--- src/cal_ctrl_pkg.sv ---
// Contract
// - Run bit one runs calibration; zero holds reset
// - Clearing run bit resets digital and link dividers
// - Background offset needs background calibration enabled
// - Foreground offset needs foreground calibration selected
// - Background enable bit turns continuous calibration on
// - Always reset values; foreground only when selected
// - Idle-core field picks uncalibrated core when background off
// - Offset averaging field bits six to four
// - Linearity averaging field bits two to zero
// - Reserved bits read back, reset zero, inert
// - Foreground-complete flag set when done or skipped
// - Halted flag set on stop, cleared on resume
`default_nettype none
package cal_ctrl_pkg;
   localparam logic [7:0] ADDR_RUN_EN  = 8'h61;
   localparam logic [7:0] ADDR_CFG0    = 8'h62;
   localparam logic [7:0] ADDR_CFG2    = 8'h64;
   localparam logic [7:0] ADDR_AVG     = 8'h68;
   localparam logic [7:0] ADDR_STATE   = 8'h6a;
   localparam logic [7:0] RST_RUN_EN   = 8'h01;
   localparam logic [7:0] RST_CFG0     = 8'h01;
   localparam logic [7:0] RST_CFG2     = 8'h02;
   localparam logic [7:0] RST_AVG      = 8'h61;
   localparam int         BIT_RUN      = 0;
   localparam int         BIT_FG       = 0;
   localparam int         BIT_BG       = 1;
   localparam int         BIT_OS       = 2;
   localparam int         BIT_BGOS     = 3;
   localparam int         BIT_FG_FIN   = 0;
   localparam int         BIT_HALTED   = 1;
   localparam int         OFS_LSB      = 4;
   localparam int         LIN_AVG_LSB  = 0;
   localparam logic [1:0] CORE_RSVD    = 2'h3;
   // Fixed reset step, and base foreground length scaled by averaging depth
   localparam logic [7:0] RESET_CYCLES = 8'h04;
   localparam logic [7:0] FG_BASE      = 8'h08;
   typedef enum logic [4:0] {
      ST_HOLD  = 5'h01,
      ST_RESET = 5'h02,
      ST_FG    = 5'h04,
      ST_OS    = 5'h08,
      ST_RUN   = 5'h10
   } cal_state_t;
endpackage
`default_nettype wire

--- src/cal_engine.sv ---
`default_nettype none
module cal_engine
   import cal_ctrl_pkg::*;
(
   // Clock and hold
   input  wire logic       mclk,
   input  wire logic       rst,
   input  wire logic       run,
   // Configuration
   input  wire logic       fg_sel,
   input  wire logic       os_en,
   input  wire logic       bg_en,
   input  wire logic [2:0] ofs_depth,
   input  wire logic [2:0] lin_avg,
   // Status
   output logic            fg_complete,
   output logic            halted,
   output logic            bg_active,
   output logic [4:0]      state
);
   cal_state_t state_r, state_nxt;
   logic [10:0] cnt_r, cnt_nxt;
   logic        done_r, done_nxt;
   logic        halt_r, halt_nxt;
   logic [10:0] fg_len, os_len;

   assign fg_len = {3'h0, FG_BASE} << lin_avg;
   assign os_len = {3'h0, FG_BASE} << ofs_depth;

   always_comb begin
      state_nxt = state_r;
      cnt_nxt   = cnt_r;
      done_nxt  = done_r;
      halt_nxt  = halt_r;
      case (state_r)
         ST_HOLD: begin
            done_nxt = 1'b0;
            halt_nxt = 1'b0;
            if (run) begin
               state_nxt = ST_RESET;
               cnt_nxt   = {3'h0, RESET_CYCLES};
            end
         end
         ST_RESET: begin
            cnt_nxt = cnt_r - 11'h1;
            if (cnt_r == 11'h1) begin
               if (fg_sel) begin
                  state_nxt = ST_FG;
                  cnt_nxt   = fg_len;
               end else begin
                  state_nxt = ST_RUN;
                  done_nxt  = 1'b1;
                  halt_nxt  = !bg_en;
               end
            end
         end
         ST_FG: begin
            cnt_nxt = cnt_r - 11'h1;
            if (cnt_r == 11'h1) begin
               if (os_en) begin
                  state_nxt = ST_OS;
                  cnt_nxt   = os_len;
               end else begin
                  state_nxt = ST_RUN;
                  done_nxt  = 1'b1;
                  halt_nxt  = !bg_en;
               end
            end
         end
         ST_OS: begin
            cnt_nxt = cnt_r - 11'h1;
            if (cnt_r == 11'h1) begin
               state_nxt = ST_RUN;
               done_nxt  = 1'b1;
               halt_nxt  = !bg_en;
            end
         end
         ST_RUN: begin
            halt_nxt = !bg_en;
         end
         default: state_nxt = ST_HOLD;
      endcase
      if (!run) begin
         state_nxt = ST_HOLD;
         done_nxt  = 1'b0;
         halt_nxt  = 1'b0;
      end
   end

   always_ff @(posedge mclk) begin
      if (rst) begin
         state_r <= ST_HOLD;
         cnt_r   <= 11'h0;
         done_r  <= 1'b0;
         halt_r  <= 1'b0;
      end else begin
         state_r <= state_nxt;
         cnt_r   <= cnt_nxt;
         done_r  <= done_nxt;
         halt_r  <= halt_nxt;
      end
   end

   assign fg_complete = done_r;
   assign halted    = halt_r;
   assign bg_active = (state_r == ST_RUN) && bg_en;
   assign state     = state_r;

   a_done_needs_run: assert property (@(posedge mclk) disable iff (rst)
      done_r |-> $past(run)) else $error("done while held");
   a_restart_reset: assert property (@(posedge mclk) disable iff (rst)
      (state_r == ST_HOLD && run) |=> state_r == ST_RESET)
      else $error("no restart");
   a_skip_fg: assert property (@(posedge mclk) disable iff (rst)
      (state_r == ST_RESET && cnt_r == 11'h1 && !fg_sel && run) |=> done_r)
      else $error("skip not flagged");
   a_halt_no_bg: assert property (@(posedge mclk) disable iff (rst)
      (state_r == ST_RUN && $past(state_r) == ST_RUN && run && $past(run)
       && $past(bg_en) && bg_en) |-> !halt_r) else $error("halt wrong");
endmodule // cal_engine
`default_nettype wire

--- src/cal_ctrl_regs.sv ---
`default_nettype none
module cal_ctrl_regs
   import cal_ctrl_pkg::*;
(
   // Clock and reset
   input  wire logic       mclk,
   input  wire logic       rst,
   // Register port
   input  wire logic       reg_wr,
   input  wire logic       reg_rd,
   input  wire logic [7:0] reg_addr,
   input  wire logic [7:0] reg_wdata,
   output logic [7:0]      reg_rdata,
   // Calibration controls
   output logic            cal_hold,
   output logic            divider_reset,
   output logic            fg_offset_active,
   output logic            bg_offset_active,
   output logic            bg_cal_active,
   output logic [2:0]      core_disable,
   output logic [2:0]      offset_averaging_depth,
   output logic [2:0]      linearity_averaging_depth
);
   logic [7:0] run_r, run_nxt;
   logic [7:0] cfg0_r, cfg0_nxt;
   logic [7:0] cfg2_r, cfg2_nxt;
   logic [7:0] avg_r, avg_nxt;
   logic [7:0] rdata_r, rdata_nxt;
   logic       fg_complete, halted, bg_act;
   logic [4:0] eng_state;
   logic       run;

   assign run = run_r[BIT_RUN];

   // ************************************
   // Register writes and reads
   // ************************************
   always_comb begin
      run_nxt  = run_r;
      cfg0_nxt = cfg0_r;
      cfg2_nxt = cfg2_r;
      avg_nxt  = avg_r;
      if (reg_wr) begin
         case (reg_addr)
            ADDR_RUN_EN: run_nxt  = reg_wdata;
            ADDR_CFG0:   cfg0_nxt = reg_wdata;
            ADDR_CFG2:   cfg2_nxt = reg_wdata;
            ADDR_AVG:    avg_nxt  = reg_wdata;
            default:     ;
         endcase
      end
      rdata_nxt = rdata_r;
      if (reg_rd) begin
         case (reg_addr)
            ADDR_RUN_EN: rdata_nxt = run_r;
            ADDR_CFG0:   rdata_nxt = cfg0_r;
            ADDR_CFG2:   rdata_nxt = cfg2_r;
            ADDR_AVG:    rdata_nxt = avg_r;
            ADDR_STATE:  rdata_nxt = {6'h00, halted, fg_complete};
            default:     rdata_nxt = 8'h00;
         endcase
      end
   end

   always_ff @(posedge mclk) begin
      if (rst) begin
         run_r   <= RST_RUN_EN;
         cfg0_r  <= RST_CFG0;
         cfg2_r  <= RST_CFG2;
         avg_r   <= RST_AVG;
         rdata_r <= 8'h00;
      end else begin
         run_r   <= run_nxt;
         cfg0_r  <= cfg0_nxt;
         cfg2_r  <= cfg2_nxt;
         avg_r   <= avg_nxt;
         rdata_r <= rdata_nxt;
      end
   end

   assign reg_rdata = rdata_r;

   // ************************************
   // Engine
   // ************************************
   cal_engine u_engine (
      .mclk      (mclk),
      .rst       (rst),
      .run       (run),
      .fg_sel    (cfg0_r[BIT_FG]),
      .os_en     (cfg0_r[BIT_OS]),
      .bg_en     (cfg0_r[BIT_BG]),
      .ofs_depth (avg_r[OFS_LSB +: 3]),
      .lin_avg   (avg_r[LIN_AVG_LSB +: 3]),
      .fg_complete (fg_complete),
      .halted    (halted),
      .bg_active (bg_act),
      .state     (eng_state)
   );

   assign cal_hold      = !run;
   assign divider_reset = !run;
   assign bg_cal_active = bg_act;
   assign fg_offset_active = (eng_state == ST_OS);
   assign bg_offset_active = bg_act && cfg0_r[BIT_BGOS];
   assign offset_averaging_depth    = avg_r[OFS_LSB +: 3];
   assign linearity_averaging_depth = avg_r[LIN_AVG_LSB +: 3];

   // Reserved idle-core code disables nothing
   always_comb begin
      core_disable = 3'h0;
      if (!cfg0_r[BIT_BG] && cfg2_r[1:0] != CORE_RSVD) begin
         core_disable[cfg2_r[1:0]] = 1'b1;
      end
   end

   a_div_follows_run: assert property (@(posedge mclk) disable iff (rst)
      divider_reset == !run_r[BIT_RUN]) else $error("divider reset wrong");
   a_bgos_gated: assert property (@(posedge mclk) disable iff (rst)
      bg_offset_active |-> cfg0_r[BIT_BG]) else $error("bg offset ungated");
   a_idle_core: assert property (@(posedge mclk) disable iff (rst)
      cfg0_r[BIT_BG] |-> core_disable == 3'h0) else $error("core off");
   a_wr_readback: assert property (@(posedge mclk) disable iff (rst)
      (reg_wr && reg_addr == ADDR_AVG) |=> avg_r == $past(reg_wdata))
      else $error("avg not stored");
endmodule // cal_ctrl_regs
`default_nettype wire

--- config.mk ---
export PLATFORM = sky130hd
export DESIGN_NAME = cal_ctrl_regs
export DESIGN_NICKNAME = d
export VERILOG_FILES = /design/src/cal_ctrl_pkg.sv /design/src/cal_engine.sv /design/src/cal_ctrl_regs.sv
export SDC_FILE = /design/constraint.sdc
export NUM_CORES = 1
export LEC_CHECK = 0
export BUFFER_PORTS_ARGS = -buffer_cell sky130_fd_sc_hd__buf_2
export CELL_PAD_IN_SITES_DETAIL_PLACEMENT = 2
export CELL_PAD_IN_SITES_GLOBAL_PLACEMENT = 2
export CORE_ASPECT_RATIO = 0.5
export CORE_MARGIN = 2
export CORE_UTILIZATION = 38
export CTS_CLUSTER_DIAMETER = 40
export CTS_CLUSTER_SIZE = 8
export DETAILED_ROUTE_END_ITERATION = 7
export PLACE_DENSITY = 0.89
export SLEW_MARGIN = 20
export SYNTH_ARGS = -nofsm -noshare
export SYNTH_HDL_FRONTEND = slang
export SYNTH_SLANG_ARGS = --single-unit
--- constraint.sdc ---
create_clock -name mclk -period 3.8 [get_ports mclk]
set_input_delay 0.19 -clock mclk [delete_from_list [all_inputs] [get_ports mclk]]
set_output_delay 0.19 -clock mclk [all_outputs]
set_load 0.02 [all_outputs]
==> results_dict.tcl <==
set metrics [dict create \
    synth-edff-count 0 \
    end_kind "flop" \
    arrival_ns 2.51 \
    rsz0062_at_grt "false" \
    antenna_found_initial 1 \
    final_antenna_net_count 0 \
    io_buffers 41 \
    start_util_pct 39.8 \
    die_h_um 69.3 \
    synth_most_common_cell "dfxtp_1" \
    ys.flop_type "dfxtp_1" \
    tritoncts "built" \
    post-route-period-util_pct 60.8 \
    place_hpwl_mm 7.73 \
    switching_share_pct 26.7 \
    hold_viol 0 \
    via_per_inst 6.14 \
    cts_setup_buffers 0 \
    min_from "reg_wdata[1]" \
    vdd_ir_drop_max_mv 0.209 \
    synth_top_area_share_pct 35.8 \
    synth_common_cells "58 x dfxtp_1, 46 x nor2_1, 32 x mux2i_1, 25 x nand2_1" \
    min_period_ns 2.31 \
    first_global_vias 3358 \
    ys_ff_latch 58 \
    p_int_mw 1.22 \
    min_path_type "in -> reg" \
    p_total_mw 1.66 \
    clk_latency_ns 0.34 \
    regArea_mm2 0.00116 \
    clockPowerShare_pct 48.6 \
    power.switching_mw 0.443 \
    vias 3136 \
    clk_path_buf_depth 2 \
    outcome "finished clean" \
    final_core_util_pct 45.7 \
    fin_nets 415 \
    crit_type "in -> reg" \
    fmax_mhz 433 \
    gr-total-overflow 0 \
    power_leakage_nw 1.70 \
    max-cap-violations 0 \
    row_count 23 \
    slew_headroom_pct 28.5 \
    pin_count 42 \
    ys_seq_area_share_pct 35.8 \
    initialDrtViolationCount 223 \
    grt_first_pass_wirelength_mm 19.4 \
    netlist_area_mm2 0.00324 \
    dpl_cell_area_mm2 0.00343 \
    async_flop_share_pct 0 \
    grt_max_degree 49 \
    design_area_mm2 0.00372 \
    drt_pre_antenna_iters 4 \
    syn_inst 369 \
    finalMaxSlewViolations 0 \
    rr_startpoint "u_engine.cnt_r[1]" \
    cp_max_fo 8 \
    holdBufCountCts 0 \
    final_layout_size_suffix_gt1_share_pct 18.9 \
    worstMarginPinSlew_ns 1.06 \
    p_per_area_mw_per_mm2 446 \
    avgRoutedWirePerCell_um 24.3 \
    cts-root-buf "clkbuf_16" \
    place.gp.congestion 0.857 \
    syn_nets 391 \
    finClkSkew_ns 0.00667 \
    cts_buffers 9 \
    tns_ns 0 \
    ys_warn_count 0 \
    synth.avg_cell_area_um2 8.78 \
    preCtsSetupSlack_ns 1.41 \
    gr-usage-all-layers_pct 27.3 \
    clock_sinks 58 \
    yosysTopAreaCell "dfxtp_1" \
    post_cts_resized 0 \
    cp-start-kind "primary input" \
    critical_path_required_ns 4.00 \
    multi_input_area_mm2 0.00188 \
    synthTopCellsByArea "dfxtp_1 36%, mux2i_1 9.9%, nor2_1 5.3%" \
    netlist-cell-type-count 64 \
    drc 0 \
    clk_pin_slew_ns 0.05 \
    power_frac_seq_pct 38.7 \
    cts.htree.levels 3 \
    pwr-share-comb_pct 12.7 \
    final.setup.worst_slack_ns 1.49 \
    totalWireLength_mm 12.4 \
    crit_start "reg_addr[7]" \
    core_mm2 0.00814 \
    setup_violations 0 \
    dieArea_mm2 0.00932 \
    fill_cells 867 \
    synthToLayoutAreaGrowth_pct 14.9 \
    fp.dieW_um 135 \
]
==> registers in the layout, summed over array words and instances (netlist names), 5 cells and up <==
name and flops:
cfg2_r 8, u_engine.state 5, cfg0_r 8, reg_rdata 8, u_engine.cnt_r 11, avg_r 8, run_r 8
==> power groups by stage <==
stage / clock network, mW / logic [mW] / registers, mW
after CTS: 0.809 / 0.207 / 0.642
after global routing: 0.848 / 0.229 / 0.644
final: 0.806 / 0.211 / 0.642
after global placement: 0 / 0.185 / 0.652
after detailed placement: 0 / 0.198 / 0.654
after floorplan: 0 / 0.154 / 0.642
==> final cells by class <==
type | instances | area share (%)
clock buffers | 12 | 6.62
clock inverters | 3 | 1.08
inverters | 8 | 0.807
multi-input cells | 273 | 50.5
flip-flops and latches | 58 | 31.2
diodes | 2 | 0.134
repair buffers | 43 | 5.92
well taps | 112 | 3.76
==> cell usage in the layout, fill, tap and decap left out, types with 3 or more instances in the layout <==
cell       instances
nor3_1             8
nor2b_1           10
mux2i_1           32
buf_2             41
inv_1              7
o21ai_1            5
a222oi_1           3
and3_1             5
dfxtp_1           58
nand2_1           25
a21oi_1           10
nor3b_1           10
nand4_1            7
nor2_1            46
a22o_1             6
o21ai_0            9
nor3_2             4
xor2_1             4
clkbuf_16          9
nor4_1             3
and3b_1            3
a31oi_1            3
a2bb2oi_1          6
a211oi_1           5
nand3_1           11
nand4b_1           3
a22oi_1           12
==> kinds of logic after synthesis <==
kind of cell,after synthesis,share of synthesized area [%]
AO/OA/AOI/OAI,73,16.3
XOR/XNOR,6,1.62
adder cells (fa/ha/maj),2,0.772
buffers and inverters,38,6.14
flip-flops,58,35.8
multiplexers,34,10.6
AND/OR/NAND/NOR,158,28.7
==> through the flow <==
step,hold WS [ns],cells
2_1_floorplan,0.315,369
3_3_place_gp,0.461,494
3_5_place_dp,0.468,494
4_1_cts,0.132,509
5_1_grt,0.156,511
6_report,0.138,511
==> final timing paths <==
path,to,slack (ns),cells after the start
worst max-delay path,cfg2_r[5],1.49,5
worst min-delay path,cfg2_r[1],0.14,3
worst max register to register,u_engine.cnt_r[3],1.54,7
worst min register to register,reg_rdata[7],0.48,1
==> metal layers <==
| layer | global-route usage (%) | up-vias | routed length, um |
|---|---|---|---|
| met5 | 0 | - | 0 |
| met3 | 7.16 | 38 | 598 |
| met1 | 32.3 | 1604 | 5180 |
| met2 | 47.3 | 101 | 6290 |
| met4 | 10.8 | 0 | 356 |
| li1 | - | 1393 | - |
==> worst max-delay path, cell delays in order <==
cell and delay (ns):
buf_2 0.10, nor4bb_1 0.89, nand4b_1 0.77, mux2i_1 0.45, nor2_1 0.10
Note: power is estimated with default switching activity, not from simulation.
